File: src/hw/panel_pkg.sv
package panel_pkg;
	// =============================================
	// clock and timing
	localparam int CLK_PERIOD_NS   = 25;
	localparam int LINE_TIME_NS    = 5850;
	localparam int LINE_CYCLES     = (LINE_TIME_NS + CLK_PERIOD_NS - 1) / CLK_PERIOD_NS;
	localparam int OTP_LOAD_US     = 1000;
	localparam int POWERON_US      = 10000;
	localparam int OTP_LOAD_CYCLES = (OTP_LOAD_US * 1000) / CLK_PERIOD_NS;
	localparam int POWERON_CYCLES  = (POWERON_US * 1000) / CLK_PERIOD_NS;
	localparam int TIMER_W         = 24;

	// =============================================
	// frame geometry in lines
	localparam int ACTIVE_LINES   = 1600;
	localparam int VFP_LINES      = 150;
	localparam int VBP_LINES      = 150;
	localparam int FRAME_LINES    = ACTIVE_LINES + VFP_LINES + VBP_LINES;
	localparam int TEAR_FIRST     = ACTIVE_LINES + VFP_LINES;
	localparam int LINE_W         = 11;

	// =============================================
	// link commands
	localparam logic [7:0] CMD_PAGE      = 8'hFF;
	localparam logic [7:0] CMD_RELOAD    = 8'hFB;
	localparam logic [7:0] RELOAD_KEY    = 8'h01;
	localparam logic [7:0] CMD_COL_WIN   = 8'h2A;
	localparam logic [7:0] CMD_ROW_WIN   = 8'h2B;
	localparam logic [7:0] CMD_TEAR_ON   = 8'h35;
	localparam logic [7:0] CMD_TEAR_OFF  = 8'h34;
	localparam logic [7:0] CMD_LANES     = 8'hBA;
	localparam logic [7:0] CMD_LINK_MODE = 8'hBB;
	localparam logic [7:0] CMD_BLANK     = 8'hE5;
	localparam logic [7:0] CMD_COMPRESS  = 8'hC0;
	localparam logic [7:0] CMD_HIGH_RATE = 8'hBE;
	localparam logic [7:0] CMD_SLEEP_OUT = 8'h11;
	localparam logic [7:0] CMD_SLEEP_IN  = 8'h10;
	localparam logic [7:0] CMD_DISP_ON   = 8'h29;
	localparam logic [7:0] CMD_DISP_OFF  = 8'h28;
	localparam logic [7:0] CMD_DSTBY     = 8'h4F;
	localparam logic [7:0] DSTBY_KEY     = 8'h01;

	// =============================================
	// pages and paged registers
	localparam logic [7:0] PAGE_MAIN    = 8'h10;
	localparam logic [7:0] PAGE_SYNC    = 8'h25;
	localparam logic [7:0] PAGE_DELAY   = 8'h26;
	localparam logic [7:0] PAGE_TIMING  = 8'hD0;
	localparam logic [7:0] R_PIN_CONTROL_THREE  = 8'h62;
	localparam logic [7:0] R_SOUT_LO    = 8'h65;
	localparam logic [7:0] R_SOUT_HI    = 8'h66;
	localparam logic [7:0] R_SOUT_W     = 8'h67;
	localparam logic [7:0] R_VDLY_LO    = 8'h02;
	localparam logic [7:0] R_VDLY_HI    = 8'h03;
	localparam logic [7:0] R_TIMING     = 8'h05;

	// =============================================
	// link modes and blank fill
	localparam logic [7:0] MODE_VIDEO_BYPASS = 8'h03;
	localparam logic [7:0] MODE_COMMAND      = 8'h10;
	localparam logic [7:0] MODE_VIDEO_RAM    = 8'h13;
	localparam logic [7:0] FILL_RANDOM       = 8'h00;
	localparam logic [7:0] FILL_BLACK        = 8'h01;

	// =============================================
	// reset values
	localparam logic [7:0] RST_PAGE      = PAGE_MAIN;
	localparam logic [7:0] RST_LINK_MODE = MODE_VIDEO_RAM;
	localparam logic [7:0] RST_FILL      = FILL_RANDOM;

	// =============================================
	// software register offsets
	localparam logic [7:0] REG_CTRL   = 8'h00;
	localparam logic [7:0] REG_STATUS = 8'h04;
	localparam logic [7:0] REG_CONFIG = 8'h08;
	localparam logic [7:0] REG_WINDOW = 8'h0C;
	localparam logic [7:0] REG_SYNC   = 8'h10;
	localparam logic [7:0] REG_DELAY  = 8'h14;
	localparam int CTRL_FORCE_BLACK = 0;
	localparam int CTRL_HOLD_CFG    = 1;

	typedef enum logic [2:0] {
		PWR_SLEEP = 3'b000,
		PWR_LOAD  = 3'b001,
		PWR_INIT  = 3'b010,
		PWR_AWAKE = 3'b011,
		PWR_DSTBY = 3'b100
	} pwr_e;
endpackage : panel_pkg

File: src/hw/link_byte_deserializer.sv
module link_byte_deserializer (
	// clock and reset
	input  wire logic       clock,
	input  wire logic       srst,
	// link pins
	input  wire logic       linkClk,
	input  wire logic       linkData,
	input  wire logic       linkFrame,
	input  wire logic       resetPinN,
	// byte side
	output logic            byteValid,
	output logic            byteFirst,
	output logic [7:0]      byteData,
	output logic            frameEnd,
	output logic            resetPinSyncN
);
	import panel_pkg::*;

	// =============================================
	// synchronisers: the first stage feeds only the second
	logic [3:0] syncA_ff;
	logic [3:0] syncB_ff;
	logic [3:0] prev_ff;
	logic [7:0] shift_ff, nxt_shift;
	logic [2:0] bits_ff, nxt_bits;
	logic       first_ff, nxt_first;
	logic       valid_ff, nxt_valid;
	logic       isFirst_ff, nxt_isFirst;
	logic [7:0] data_ff, nxt_data;
	logic       end_ff, nxt_end;
	logic       clkRise;
	logic       frameFall;

	always_ff @(posedge clock) begin
		if (srst) begin
			// idle levels of the pins, so no false frame or clock edge follows reset
			syncA_ff <= 4'h2;
			syncB_ff <= 4'h2;
			prev_ff  <= 4'h2;
		end else begin
			syncA_ff <= {resetPinN, linkFrame, linkData, linkClk};
			syncB_ff <= syncA_ff;
			prev_ff  <= syncB_ff;
		end
	end

	assign clkRise   = syncB_ff[0] & ~prev_ff[0];
	assign frameFall = ~syncB_ff[2] & prev_ff[2];

	// =============================================
	// shifter, msb first; a partial byte at frame end is dropped
	always_comb begin
		nxt_shift   = shift_ff;
		nxt_bits    = bits_ff;
		nxt_first   = first_ff;
		nxt_valid   = 1'b0;
		nxt_isFirst = isFirst_ff;
		nxt_data    = data_ff;
		nxt_end     = frameFall;
		if (!syncB_ff[2]) begin
			nxt_bits  = 3'h0;
			nxt_first = 1'b1;
		end else if (clkRise) begin
			nxt_shift = {shift_ff[6:0], syncB_ff[1]};
			nxt_bits  = bits_ff + 3'h1;
			if (bits_ff == 3'h7) begin
				nxt_valid   = 1'b1;
				nxt_data    = {shift_ff[6:0], syncB_ff[1]};
				nxt_isFirst = first_ff;
				nxt_first   = 1'b0;
			end
		end
	end

	always_ff @(posedge clock) begin
		if (srst) begin
			shift_ff   <= 8'h00;
			bits_ff    <= 3'h0;
			first_ff   <= 1'b1;
			valid_ff   <= 1'b0;
			isFirst_ff <= 1'b0;
			data_ff    <= 8'h00;
			end_ff     <= 1'b0;
		end else begin
			shift_ff   <= nxt_shift;
			bits_ff    <= nxt_bits;
			first_ff   <= nxt_first;
			valid_ff   <= nxt_valid;
			isFirst_ff <= nxt_isFirst;
			data_ff    <= nxt_data;
			end_ff     <= nxt_end;
		end
	end

	assign byteValid     = valid_ff;
	assign byteFirst     = isFirst_ff;
	assign byteData      = data_ff;
	assign frameEnd      = end_ff;
	assign resetPinSyncN = syncB_ff[3];
endmodule : link_byte_deserializer

File: src/hw/panel_power_init_sequencer.sv
// The register addresses and the address-and-strobe port are this design's own decisions.
module panel_power_init_sequencer #(
	parameter int         OTP_LOAD_CYC = panel_pkg::OTP_LOAD_CYCLES,
	parameter int         POWERON_CYC  = panel_pkg::POWERON_CYCLES,
	parameter logic [7:0] OTP_TRIM     = 8'h5A  // arbitrary value
) (
	// clock and reset
	input  wire logic       clock,
	input  wire logic       srst,
	// link and panel pins
	input  wire logic       linkClk,
	input  wire logic       linkData,
	input  wire logic       linkFrame,
	input  wire logic       activeLowReset_n,
	output logic            tearingSyncOutput,
	output logic            backlightPulseOutput,
	// decoded panel state
	output logic            videoBypassRam,
	output logic            commandMode,
	output logic            videoWithRam,
	output logic            fillBlack,
	output logic            displayOn,
	// register port
	input  wire logic [7:0] regAddr,
	input  wire logic [31:0] regWdata,
	input  wire logic       regWrite,
	input  wire logic       regRead,
	output logic [31:0]     regRdata
);
	import panel_pkg::*;

	function automatic logic [15:0] be16(input logic [7:0] hi, input logic [7:0] lo);
		be16 = {hi, lo};
	endfunction : be16

	logic       byteValid, byteFirst, frameEnd, pinN;
	logic [7:0] byteData;

	link_byte_deserializer u_deser (
		.clock         (clock),
		.srst          (srst),
		.linkClk       (linkClk),
		.linkData      (linkData),
		.linkFrame     (linkFrame),
		.resetPinN     (activeLowReset_n),
		.byteValid     (byteValid),
		.byteFirst     (byteFirst),
		.byteData      (byteData),
		.frameEnd      (frameEnd),
		.resetPinSyncN (pinN)
	);

	// =============================================
	// command capture and execution
	pwr_e             pwr_ff, nxt_pwr;
	logic [TIMER_W-1:0] timer_ff, nxt_timer;
	logic [7:0]       cmd_ff, nxt_cmd;
	logic [7:0]       param_ff [4];
	logic [7:0]       nxt_param [4];
	logic [2:0]       pcnt_ff, nxt_pcnt;
	logic [7:0]       page_ff, nxt_page, mode_ff, nxt_mode, fill_ff, nxt_fill;
	logic [7:0]       lanes_ff, nxt_lanes, comp_ff, nxt_comp, trim_ff, nxt_trim;
	logic [7:0]       timing_ff, nxt_timing, soutW_ff, nxt_soutW, pinCtl_ff, nxt_pinCtl;
	logic [15:0]      colEnd_ff, nxt_colEnd, rowEnd_ff, nxt_rowEnd;
	logic [15:0]      sout_ff, nxt_sout, vdly_ff, nxt_vdly;
	logic             tearOn_ff, nxt_tearOn, dispOn_ff, nxt_dispOn, reload_ff, nxt_reload;
	logic [1:0]       ctrl_ff, nxt_ctrl;
	logic             cfgOk;

	assign cfgOk = ((pwr_ff == PWR_SLEEP) || (pwr_ff == PWR_AWAKE)) && !ctrl_ff[CTRL_HOLD_CFG];

	always_comb begin
		nxt_pwr = pwr_ff;  nxt_timer = timer_ff;  nxt_cmd = cmd_ff;  nxt_pcnt = pcnt_ff;
		nxt_param = param_ff;  nxt_page = page_ff;  nxt_mode = mode_ff;  nxt_fill = fill_ff;
		nxt_lanes = lanes_ff;  nxt_comp = comp_ff;  nxt_trim = trim_ff;
		nxt_timing = timing_ff;  nxt_soutW = soutW_ff;  nxt_pinCtl = pinCtl_ff;
		nxt_colEnd = colEnd_ff;  nxt_rowEnd = rowEnd_ff;  nxt_sout = sout_ff;
		nxt_vdly = vdly_ff;  nxt_tearOn = tearOn_ff;  nxt_dispOn = dispOn_ff;
		nxt_reload = reload_ff;
		nxt_ctrl = ctrl_ff;
		if (regWrite && regAddr == REG_CTRL) begin
			nxt_ctrl = regWdata[1:0];
		end
		if (byteValid) begin
			if (byteFirst) begin
				nxt_cmd  = byteData;
				nxt_pcnt = 3'h0;
			end else if (pcnt_ff < 3'h4) begin
				nxt_param[pcnt_ff[1:0]] = byteData;
				nxt_pcnt = pcnt_ff + 3'h1;
			end
		end
		unique case (pwr_ff)
			PWR_LOAD: begin
				nxt_timer = timer_ff + 1'b1;
				if (timer_ff == TIMER_W'(OTP_LOAD_CYC - 1)) begin
					nxt_trim  = OTP_TRIM;
					nxt_timer = '0;
					nxt_pwr   = PWR_INIT;
				end
			end
			PWR_INIT: begin
				nxt_timer = timer_ff + 1'b1;
				if (timer_ff == TIMER_W'(POWERON_CYC - 1)) begin
					nxt_timer = '0;
					nxt_pwr   = PWR_AWAKE;
				end
			end
			PWR_SLEEP, PWR_AWAKE, PWR_DSTBY: begin
				nxt_timer = '0;
			end
		endcase
		if (frameEnd && pwr_ff != PWR_DSTBY) begin
			if (cmd_ff == CMD_SLEEP_OUT && pwr_ff == PWR_SLEEP) begin
				nxt_pwr = PWR_LOAD;
			end else if (cmd_ff == CMD_SLEEP_IN) begin
				nxt_pwr    = PWR_SLEEP;
				nxt_dispOn = 1'b0;
			end else if (cmd_ff == CMD_DSTBY && param_ff[0] == DSTBY_KEY && pcnt_ff != 3'h0) begin
				nxt_pwr    = PWR_DSTBY;
				nxt_dispOn = 1'b0;
			end else if (cfgOk) begin
				// settings refused while loading or powering up
				unique case (cmd_ff)
					CMD_DISP_ON:  nxt_dispOn = 1'b1;
					CMD_DISP_OFF: nxt_dispOn = 1'b0;
					CMD_TEAR_ON:  nxt_tearOn = 1'b1;
					CMD_TEAR_OFF: nxt_tearOn = 1'b0;
					CMD_PAGE: begin
						nxt_page   = param_ff[0];
						nxt_reload = 1'b0;
					end
					CMD_RELOAD:   nxt_reload = (param_ff[0] == RELOAD_KEY);
					default: begin
						if (page_ff == PAGE_MAIN) begin
							unique case (cmd_ff)
								CMD_COL_WIN:   nxt_colEnd = be16(param_ff[2], param_ff[3]);
								CMD_ROW_WIN:   nxt_rowEnd = be16(param_ff[2], param_ff[3]);
								CMD_LANES:     nxt_lanes  = param_ff[0];
								CMD_LINK_MODE: nxt_mode   = param_ff[0];
								CMD_BLANK:     nxt_fill   = param_ff[0];
								CMD_COMPRESS:  nxt_comp   = param_ff[0];
								default: ;
							endcase
						end else if (page_ff == PAGE_SYNC) begin
							unique case (cmd_ff)
								R_PIN_CONTROL_THREE: nxt_pinCtl = param_ff[0];
								R_SOUT_LO:   nxt_sout   = {sout_ff[15:8], param_ff[0]};
								R_SOUT_HI:   nxt_sout   = {param_ff[0], sout_ff[7:0]};
								R_SOUT_W:    nxt_soutW  = param_ff[0];
								default: ;
							endcase
						end else if (page_ff == PAGE_DELAY) begin
							unique case (cmd_ff)
								R_VDLY_LO: nxt_vdly = {vdly_ff[15:8], param_ff[0]};
								R_VDLY_HI: nxt_vdly = {param_ff[0], vdly_ff[7:0]};
								default: ;
							endcase
						end else if (page_ff == PAGE_TIMING && cmd_ff == R_TIMING) begin
							nxt_timing = param_ff[0];
						end
					end
				endcase
			end
		end
	end

	always_ff @(posedge clock) begin
		if (srst || !pinN) begin
			pwr_ff <= PWR_SLEEP;  timer_ff <= '0;  cmd_ff <= 8'h00;  pcnt_ff <= 3'h0;
			param_ff <= '{default: 8'h00};
			page_ff <= RST_PAGE;  mode_ff <= RST_LINK_MODE;  fill_ff <= RST_FILL;
			lanes_ff <= 8'h00;  comp_ff <= 8'h00;  trim_ff <= 8'h00;  timing_ff <= 8'h00;
			soutW_ff <= 8'h00;  pinCtl_ff <= 8'h00;  colEnd_ff <= 16'h0000;
			rowEnd_ff <= 16'h0000;  sout_ff <= 16'h0000;  vdly_ff <= 16'h0000;
			tearOn_ff <= 1'b0;  dispOn_ff <= 1'b0;  reload_ff <= 1'b0;
		end else begin
			pwr_ff <= nxt_pwr;  timer_ff <= nxt_timer;  cmd_ff <= nxt_cmd;  pcnt_ff <= nxt_pcnt;
			param_ff <= nxt_param;
			page_ff <= nxt_page;  mode_ff <= nxt_mode;  fill_ff <= nxt_fill;
			lanes_ff <= nxt_lanes;  comp_ff <= nxt_comp;  trim_ff <= nxt_trim;
			timing_ff <= nxt_timing;  soutW_ff <= nxt_soutW;  pinCtl_ff <= nxt_pinCtl;
			colEnd_ff <= nxt_colEnd;  rowEnd_ff <= nxt_rowEnd;  sout_ff <= nxt_sout;
			vdly_ff <= nxt_vdly;  tearOn_ff <= nxt_tearOn;  dispOn_ff <= nxt_dispOn;
			reload_ff <= nxt_reload;
		end
	end

	// software control survives the panel reset pin on purpose
	always_ff @(posedge clock) begin
		if (srst) begin
			ctrl_ff <= 2'b00;
		end else begin
			ctrl_ff <= nxt_ctrl;
		end
	end

	// =============================================
	// line and frame timing, runs only when awake
	logic [7:0]        lineCyc_ff, nxt_lineCyc;
	logic [LINE_W-1:0] line_ff, nxt_line;
	logic              tear_ff, nxt_tear, blPulse_ff, nxt_blPulse;
	logic [15:0]       lineWide;

	assign lineWide = {5'h00, line_ff};

	always_comb begin
		nxt_lineCyc = 8'h00;
		nxt_line    = '0;
		if (pwr_ff == PWR_AWAKE) begin
			nxt_lineCyc = lineCyc_ff + 8'h01;
			nxt_line    = line_ff;
			if (lineCyc_ff == 8'(LINE_CYCLES - 1)) begin
				nxt_lineCyc = 8'h00;
				nxt_line    = (line_ff == LINE_W'(FRAME_LINES - 1)) ? '0 : line_ff + 1'b1;
			end
		end
		// tear output marks the vertical back porch
		nxt_tear    = tearOn_ff && (pwr_ff == PWR_AWAKE) && (line_ff >= LINE_W'(TEAR_FIRST));
		nxt_blPulse = dispOn_ff && (pwr_ff == PWR_AWAKE) && (lineWide >= sout_ff)
			&& (lineWide < sout_ff + {8'h00, soutW_ff});
	end

	always_ff @(posedge clock) begin
		if (srst || !pinN) begin
			lineCyc_ff <= 8'h00;
			line_ff    <= '0;
			tear_ff    <= 1'b0;
			blPulse_ff <= 1'b0;
		end else begin
			lineCyc_ff <= nxt_lineCyc;
			line_ff    <= nxt_line;
			tear_ff    <= nxt_tear;
			blPulse_ff <= nxt_blPulse;
		end
	end

	assign tearingSyncOutput    = tear_ff;
	assign backlightPulseOutput = blPulse_ff;
	assign videoBypassRam = (mode_ff == MODE_VIDEO_BYPASS);
	assign commandMode    = (mode_ff == MODE_COMMAND);
	assign videoWithRam   = (mode_ff == MODE_VIDEO_RAM);
	// black fill, software may force it
	assign fillBlack      = (fill_ff == FILL_BLACK) || ctrl_ff[CTRL_FORCE_BLACK];
	assign displayOn      = dispOn_ff;

	// =============================================
	// register read port
	logic [31:0] rdata_ff, nxt_rdata;

	always_comb begin
		nxt_rdata = 32'h0000_0000;
		if (regRead) begin
			unique case (regAddr)
				REG_CTRL:   nxt_rdata = {30'h0, ctrl_ff};
				REG_STATUS: nxt_rdata = {trim_ff, 16'h0, 2'b00, reload_ff, tearOn_ff,
					dispOn_ff, pwr_ff};
				REG_CONFIG: nxt_rdata = {page_ff, mode_ff, lanes_ff, fill_ff};
				REG_WINDOW: nxt_rdata = {colEnd_ff, rowEnd_ff};
				REG_SYNC:   nxt_rdata = {pinCtl_ff, soutW_ff, sout_ff};
				REG_DELAY:  nxt_rdata = {vdly_ff, timing_ff, comp_ff};
				default:    nxt_rdata = 32'h0000_0000;
			endcase
		end
	end

	always_ff @(posedge clock) begin
		if (srst) begin
			rdata_ff <= 32'h0000_0000;
		end else begin
			rdata_ff <= nxt_rdata;
		end
	end

	assign regRdata = rdata_ff;

	// =============================================
	// assertions
	a_sleep_out_load: assert property (@(posedge clock) disable iff (srst || !pinN)
		(frameEnd && cmd_ff == CMD_SLEEP_OUT && pwr_ff == PWR_SLEEP) |=> pwr_ff == PWR_LOAD)
		else $error("sleep exit did not start the reload");
	a_busy_blocks_cfg: assert property (@(posedge clock) disable iff (srst || !pinN)
		(frameEnd && cmd_ff == CMD_PAGE && (pwr_ff == PWR_LOAD || pwr_ff == PWR_INIT))
		|=> $stable(page_ff))
		else $error("setting taken while powering up");
	a_load_then_init: assert property (@(posedge clock) disable iff (srst || !pinN)
		(pwr_ff == PWR_LOAD && nxt_pwr == PWR_INIT) |=> (trim_ff == OTP_TRIM) ##1
		(pwr_ff == PWR_INIT))
		else $error("trim not loaded before power-up");
	a_tear_needs_on: assert property (@(posedge clock) disable iff (srst || !pinN)
		$rose(tear_ff) |-> $past(tearOn_ff) && $past(pwr_ff == PWR_AWAKE))
		else $error("tear output without enable");
	a_tear_holds: assert property (@(posedge clock) disable iff (srst || !pinN)
		($rose(tear_ff) && tearOn_ff && pwr_ff == PWR_AWAKE) |->
		##1 (tear_ff || !tearOn_ff || pwr_ff != PWR_AWAKE)[*8])
		else $error("tear pulse too short");
	a_mode_decode: assert property (@(posedge clock) disable iff (srst || !pinN)
		(frameEnd && cfgOk && cmd_ff == CMD_LINK_MODE && page_ff == PAGE_MAIN)
		|=> videoWithRam == ($past(param_ff[0]) == MODE_VIDEO_RAM))
		else $error("link mode decode wrong");
	a_fill_decode: assert property (@(posedge clock) disable iff (srst || !pinN)
		(frameEnd && cfgOk && cmd_ff == CMD_BLANK && page_ff == PAGE_MAIN && !ctrl_ff[0])
		|=> fillBlack == ($past(param_ff[0]) == FILL_BLACK))
		else $error("blank fill decode wrong");
	a_refuse_stby: assert property (@(posedge clock) disable iff (srst || !pinN)
		(pwr_ff == PWR_DSTBY) |=> pwr_ff == PWR_DSTBY)
		else $error("deep standby left without reset");

	c_awake: cover property (@(posedge clock) disable iff (srst) pwr_ff == PWR_AWAKE);
	c_tear:  cover property (@(posedge clock) disable iff (srst) $rose(tear_ff));
	c_disp:  cover property (@(posedge clock) disable iff (srst) $rose(dispOn_ff));
endmodule : panel_power_init_sequencer

File: config.mk
export PLATFORM = sky130hd
export DESIGN_NAME = panel_power_init_sequencer
export DESIGN_NICKNAME = d
export VERILOG_FILES = /design/src/hw/panel_pkg.sv /design/src/hw/link_byte_deserializer.sv /design/src/hw/panel_power_init_sequencer.sv
export SDC_FILE = /design/constraint.sdc
export NUM_CORES = 1
export LEC_CHECK = 0
export BUFFER_PORTS_ARGS = -buffer_cell sky130_fd_sc_hd__buf_2
export CAP_MARGIN = 20
export CORE_ASPECT_RATIO = 1.1
export CORE_MARGIN = 1.5
export CORE_UTILIZATION = 58
export DETAILED_ROUTE_END_ITERATION = 7
export HOLD_SLACK_MARGIN = 0.05
export PLACE_DENSITY = 0.81
export SLEW_MARGIN = 20
export SYNTH_ARGS = -nofsm -noshare
export SYNTH_HDL_FRONTEND = slang
export SYNTH_HIERARCHICAL = 1
export SYNTH_SLANG_ARGS = --single-unit
export TNS_END_PERCENT = 1
File: constraint.sdc
create_clock -name clock -period 5.7 [get_ports clock]
set_input_delay 1.14 -clock clock [delete_from_list [all_inputs] [get_ports clock]]
set_output_delay 1.14 -clock clock [all_outputs]
set_load 0.01 [all_outputs]
==> out/qor.txt, run 1 <==
Worst setup SP type: primary input
drt first pass iters: 8
buffer count from post-CTS setup fixing: 0
period utilization: 0.562
cts repair resizes: 0
Synth cell types: 79
area grow syn2layout: 11.3%
crit path time final: 3.20 ns
failing checks: DRC
asr flop ratio synth: 0
CP Class: in2reg
TNS Setup: 0 ns
total CTS buffers: 28
CTS Hold Buffers Added: 0
Total Routing Usage GR: 0.281
Post-synth EDFFs: 0
Power per Cell Area: 288 nW/um2
number of port buffers: 56
cell taking the most area after synthesis: dfxtp_1
initial antenna violation count: 1
total core area: 21200 um2
top cells by area, synth: dfxtp_1 (45%), mux2i_1 (8.2%), nand2_1 (7.2%), a21oi_1 (4.9%), nor2_1 (4.6%)
grt ovf: 0
Max-slew headroom: 0.198
Final Slew Violations: 0
Die H: 157 um
largest net degree at the start of global routing: 56
Initial Util: 0.587
final hold slack: 0.410 ns
Starting DRT DRC Count: 1137
final WL: 31900 um
Post-Syn Area: 12500 um2
VDD IR-drop max: 0.197 mV
Via Count: 10300
final net count: 1499
Synth top area share: 0.452
cell-internal power: 0.00317 W
status: finished with violations
CTS Buffer Depth: 3
I/O Pins: 87
CP Max Fanout: 23
die footprint: 22400 um2
Cell Chain, Critical Path: buf_2 -> or4_1 -> nor2_1 -> nand2_1 -> nor3b_4 -> buf_4 -> a222oi_1 -> a21oi_1
vias in the first global route: 9577
TritonCTS clock tree: yes
GP Congestion: 0.892
RSZ-0062 raised after global routing: false
top cells by count, synth: dfxtp_1 (281), nand2_1 (240), nor2_1 (151), a21oi_1 (122), mux2i_1 (102)
Hold Crit Class: reg2reg
Util after Layout: 0.653
Clock Skew: 0.0341 ns
routed len/inst: 18.5 um
clock root cell: clkbuf_16
Hold Fails Final Rpt: 0
most used flip-flop cell after synthesis: dfxtp_1
Seq pwr share: 0.493
htree depth: 1
Comb power frac: 0.009
# fillers: 1707
Worst-path clk slew: 0.06 ns
clock sinks: 281
FF+latch count, synth: 281
Syn Inst Count: 1390
Switch Pwr: 0.000816 W
FP Rows: 56
sequential element share of the synthesized area: 0.452
yosys warns: 6
LEAKAGE: 4.80 nW
syn_area_per_cell: 8.96 um2
clk_lat worst skew: 0.57 ns
final setup fails: 0
Max Clk Rate: 312 MHz
Residual DRC: 1
vias per std cell: 6.01
Post-DRT Antenna Nets: 0
switch share: 0.204
Syn Nets: 1478
first-pass GRT wire length: 49800 um
critical path's slowest cell: nor3b_4
Worst EP arrival: 3.70 ns
Crit path largest cell delay: 1.00 ns
Req. time, crit path: 6.20 ns
Critical Path End Type: flip-flop
top-count cell post-synth: dfxtp_1
layout cells sized above 1: 0.110
Die Wd: 143 um
clock share of power: 0.498
Tightest Pin Transition: 1.20 ns
max cap viols: 0
hpwl dp: 21400 um
[critical path: cells and delay by family]
family,cells,cell delay [ns]
simple gates,4,1.84
buf+inv,2,0.43
compound gates,2,0.29
[layer usage]
metal,track usage,part of all wire
met1,0.360,0.41
met2,0.470,0.47
met3,0.0416,0.078
met4,0.126,0.044
met5,0,0
[final timing paths]
check | endpoint | slack [ns] | depth (start not counted) | start
worst max-delay path | regRdata[3] | 2.50 | 8 | regAddr[1]
worst min-delay path | u_deser/syncB_ff[1] | 0.41 | 1 | u_deser/syncA_ff[1]
worst min register to register | u_deser/syncB_ff[1] | 0.41 | 1 | u_deser/syncA_ff[1]
worst max register to register | timing_ff[7] | 2.61 | 6 | param_ff[24]
[power by group through the flow]
stage               Combinational, W  Clock [W]  Sequential (W)
finish                     0.0000345    0.00199         0.00197
global route               0.0000369    0.00209         0.00197
CTS                        0.0000337    0.00200         0.00197
detailed placement         0.0000335          0         0.00201
global placement           0.0000332          0         0.00201
floorplan                  0.0000212          0         0.00201
[kinds of logic (layout without fill, tap and decap cells)]
kind of cell / after synthesis / in the layout / synth area share
multiplexers: 104 / 104 / 0.0856
AND/OR/NAND/NOR: 596 / 596 / 0.238
adder cells (fa/ha/maj): 40 / 40 / 0.0408
AO/OA/AOI/OAI: 222 / 222 / 0.114
XOR/XNOR: 48 / 48 / 0.0338
flip-flops: 281 / 281 / 0.452
buffers and inverters: 99 / 140 / 0.0355
other: 0 / 1 / 0
[final cells by class]
cell class	count	area, um2	share of cell area
repair buffers	67	363	0.0262
clock inverters	14	229	0.0165
flip-flops and latches	281	5630	0.406
multi-input cells	1010	6410	0.463
clock buffers	36	781	0.0563
inverters	23	86.3	0.00623
diodes	1	2.50	0.000181
well taps	290	363	0.0262
[flip-flops by register name, summed over array words and instances (netlist names), 11 cells and up]
| signal | count |
|---|---|
| regRdata | 32 |
| param_ff | 24 |
| timer_ff | 24 |
| colEnd_ff | 16 |
| rowEnd_ff | 16 |
| sout_ff | 16 |
| vdly_ff | 16 |
| line_ff | 11 |
[metrics by stage]
stage               area [um2]  worst slack (ns)  total power (W)  instances
CTS                      13900              2.56          0.00401       1721
finish                   13900              2.50          0.00399       1722
global placement         12800              2.08          0.00205       1671
global route             13900              2.40          0.00409       1722
detailed placement       12800              2.03          0.00205       1671
floorplan                12500              2.91          0.00203       1390
[placed cells by master (no fill, tap or decap), types with 4 or more instances in the layout]
master     netlist  final
xor2_1          34     34
nor4_4           5      5
o21ai_0         13     13
nand4_1         18     18
nand3_1         51     51
nor3_4           4      4
or4_1            5      5
ha_1            39     39
nor2_1         151    151
nor4_1           9      9
a222oi_1        27     27
mux2i_1        102    102
nand2_1        240    240
and3_1          13     12
a21oi_2          9      9
nor2b_1         15     13
bufinv_16        0      5
a221oi_1         4      4
nor4b_1          4      4
or2_2            5      5
clkinv_2         0      5
inv_1           23     23
nand3b_1         4      4
nor3_1          15     14
a21oi_1        122    122
a22oi_1         10     10
buf_2           25     56
nand4b_1         5      5
nor3b_1          6      6
nand2b_1        15     14
a21o_1           8      8
clkbuf_8         0      5
buf_4            4     11
dfxtp_1        281    281
xnor2_1         14     14
clkbuf_16        0     28
a211oi_1         5      5
No activity file was read; power rests on OpenSTA's default activity.
==> run 2, diff against run 1 <==
==> constraint.sdc (replaced) <==
create_clock -name clock -period 3.1 [get_ports clock]
set_input_delay 0.62 -clock clock [delete_from_list [all_inputs] [get_ports clock]]
set_output_delay 0.62 -clock clock [all_outputs]
set_load 0.01 [all_outputs]
==> run 2 against run 1 <==
The run now ends clean. Worst hold slack got worse by 0.17 ns. Power increased by 84%. Sequential share of layout area decreased by 0.52 points. Clock-buffer cell count decreased by 2. Via count increased by 0.44%. Worst setup slack got worse by 2.3 ns. Utilization increased by 0.85 points. Critical path type is now reg2reg.
==> out/qor.txt, run 2 (synthesis results as in run 1) <==
Cell Chain, Critical Path: ha_1 -> fa_1 -> a21o_1 -> a221o_1 -> nand3_1 -> nand2_1 -> nand3_1 -> xnor2_1 -> ha_1 -> a21oi_1 -> o21ai_0 -> o211a_1 -> a211oi_1
clock share of power: 0.497 (about the same)
Hold Fails Final Rpt: 0 (unchanged)
crit path time final: 2.91 ns
vias per std cell: 5.97 (-0.59%)
die footprint: 22400 um2 (unchanged)
number of port buffers: 56 (unchanged)
drt first pass iters: 8 (unchanged)
gr busiest metal: met2
status: completed
FP Rows: 56 (unchanged)
switch share: 0.206 (+0.00123)
Total Routing Usage GR: 0.281 (-0.000774)
LEAKAGE: 4.91 nW (+2.3%)
Critical Path End Type: flip-flop
final WL: 31500 um (-1.3%)
Top Family by Delay on Critical Path: compound AO/OA/AOI/OAI gates
worst hold endpoint: u_deser/syncA_ff[1]
Final Slew Violations: 0 (unchanged)
Starting DRT DRC Count: 1018 (-10%)
vias in the first global route: 9593 (+0.17%)
htree depth: 1 (unchanged)
Worst-path clk slew: 0.06 ns (about the same)
Worst EP arrival: 3.39 ns (-0.31 ns)
buffer count from post-CTS setup fixing: 0 (unchanged)
final setup fails: 0 (unchanged)
Hold Crit Class: in2reg
Via Count: 10400 (+0.44%)
Ant. Diodes: 0 (-1)
I/O Pins: 87 (unchanged)
RSZ-0062 raised after global routing: false
critical path's slowest cell: fa_1
max cap viols: 0 (unchanged)
met1 usage: 0.366 (+0.00663)
clock root cell: clkbuf_16
Initial Util: 0.587 (unchanged)
cell-internal power: 0.00582 W (+83%)
CP startpoint: soutW_ff[0]
# fillers: 1660 (-2.8%)
Util after Layout: 0.661 (+0.00849)
total CTS buffers: 28 (unchanged)
Seq pwr share: 0.494 (about the same)
CTS Buffer Depth: 3 (unchanged)
cell count of the worst hold path: 2 (+1)
area grow syn2layout: 12.7%
first-pass GRT wire length: 49900 um (+0.17%)
largest net degree at the start of global routing: 64 (+14%)
commonest non-fill, non-tap cells in the layout: dfxtp_1 (281), nand2_1 (240), nor2_1 (151), a21oi_1 (122), mux2i_1 (102)
Reg2Reg Setup Slack: 0.19 ns (-2.42 ns)
GP Congestion: 0.869 (-2.7%)
Reg2Reg Depth: 13 (+7)
grt met2 use: 0.459 (-0.0113)
Hold Crit Start: linkData
Max-slew headroom: 0.411 (+0.212)
Worst setup SP type: flip-flop
final net count: 1516 (+1.1%)
clock sinks: 281 (unchanged)
initial antenna violation count: 0 (-1)
Crit path largest cell delay: 0.42 ns (-0.58 ns)
Tightest Pin Transition: 0.881 ns (-0.320 ns)
Max Clk Rate: 344 MHz
crit path buf inv count: 0 (-2)
Die H: 157 um (unchanged)
routed len/inst: 18.1 um (-2.4%)
Clock Skew: 0.0205 ns (-0.0136 ns)
Switch Pwr: 0.00151 W (+85%)
max reg flops: 32 (unchanged)
Die Wd: 143 um (unchanged)
Residual DRC: 0 (-1)
period utilization: 0.939
clk_lat worst skew: 0.57 ns (about the same)
Comb power frac: 0.009 (about the same)
layout cells sized above 1: 0.121 (+0.0117)
Post-DRT Antenna Nets: 0 (unchanged)
CP Class: reg2reg
CP Max Fanout: 3 (-87%)
RR Endpoint: backlightPulseOutput
Power per Cell Area: 522 nW/um2 (+81%)
Critical R2R Launch: soutW_ff[0]
final total power: 0.00732 W (+84%)
GR Util met3: 0.0392 (-0.00245)
hpwl dp: 21800 um (+1.6%)
TritonCTS clock tree: yes
TNS Setup: 0 ns (unchanged)
grt ovf: 0 (unchanged)
Req. time, crit path: 3.58 ns (-2.62 ns)
VDD IR-drop max: 0.409 mV (+110%)
total core area: 21200 um2 (unchanged)
commonest non-fill, non-tap cell in the layout: dfxtp_1
==> run 2: layer usage <==
| metal | part of all wire | wire length [um] | vias to the layer above |
|---|---|---|---|
| li1 | - | - | 4944 |
| met1 | 0.41 | 12900 | 4907 |
| met2 | 0.46 | 14600 | 436 |
| met3 | 0.076 | 2400 | 101 |
| met4 | 0.049 | 1540 | 0 |
| met5 | 0 | 0 | - |
==> run 2: worst max path at each step <==
stage                                      end  cells after the start
final                     backlightPulseOutput                     13
after CTS                 backlightPulseOutput                     12
after detailed placement  backlightPulseOutput                     12
after global routing      backlightPulseOutput                     13
after global placement    backlightPulseOutput                     12
after floorplan           backlightPulseOutput                     13
==> run 2: repair_timing <==
item	4_1_cts	5_1_grt
resized for setup	0	2
endpoints found under the setup margin	0	1
hold buffers	0	0
==> run 2: stage by stage <==
stage	hold slack (ns)	cell area (um2)	worst slack, ns	instances
CTS	0.227	14000	0.121	1740
global route	0.231	14000	0.00663	1740
detailed placement	0.396	13000	0.136	1688
finish	0.237	14000	0.190	1740
floorplan	0.389	12500	0.447	1390
global placement	0.393	13000	0.216	1688
==> run 2: area by class of cell <==
| type | instances | area, um2 | share of cell area |
|---|---|---|---|
| inverter | 23 | 86.3 | 0.00615 |
| clock buffer | 34 | 763 | 0.0543 |
| clock inverter | 18 | 250 | 0.0178 |
| multi-input combinational | 1010 | 6410 | 0.457 |
| tap | 290 | 363 | 0.0258 |
| timing repair buffer | 84 | 541 | 0.0385 |
| sequential | 281 | 5630 | 0.401 |
==> run 2: power groups by stage <==
stage               Sequential [W]  Combinational [W]  Clock (W)
global route               0.00362          0.0000711    0.00382
floorplan                  0.00370          0.0000390          0
finish                     0.00362          0.0000666    0.00364
global placement           0.00370          0.0000654          0
CTS                        0.00362          0.0000661    0.00366
detailed placement         0.00370          0.0000660          0
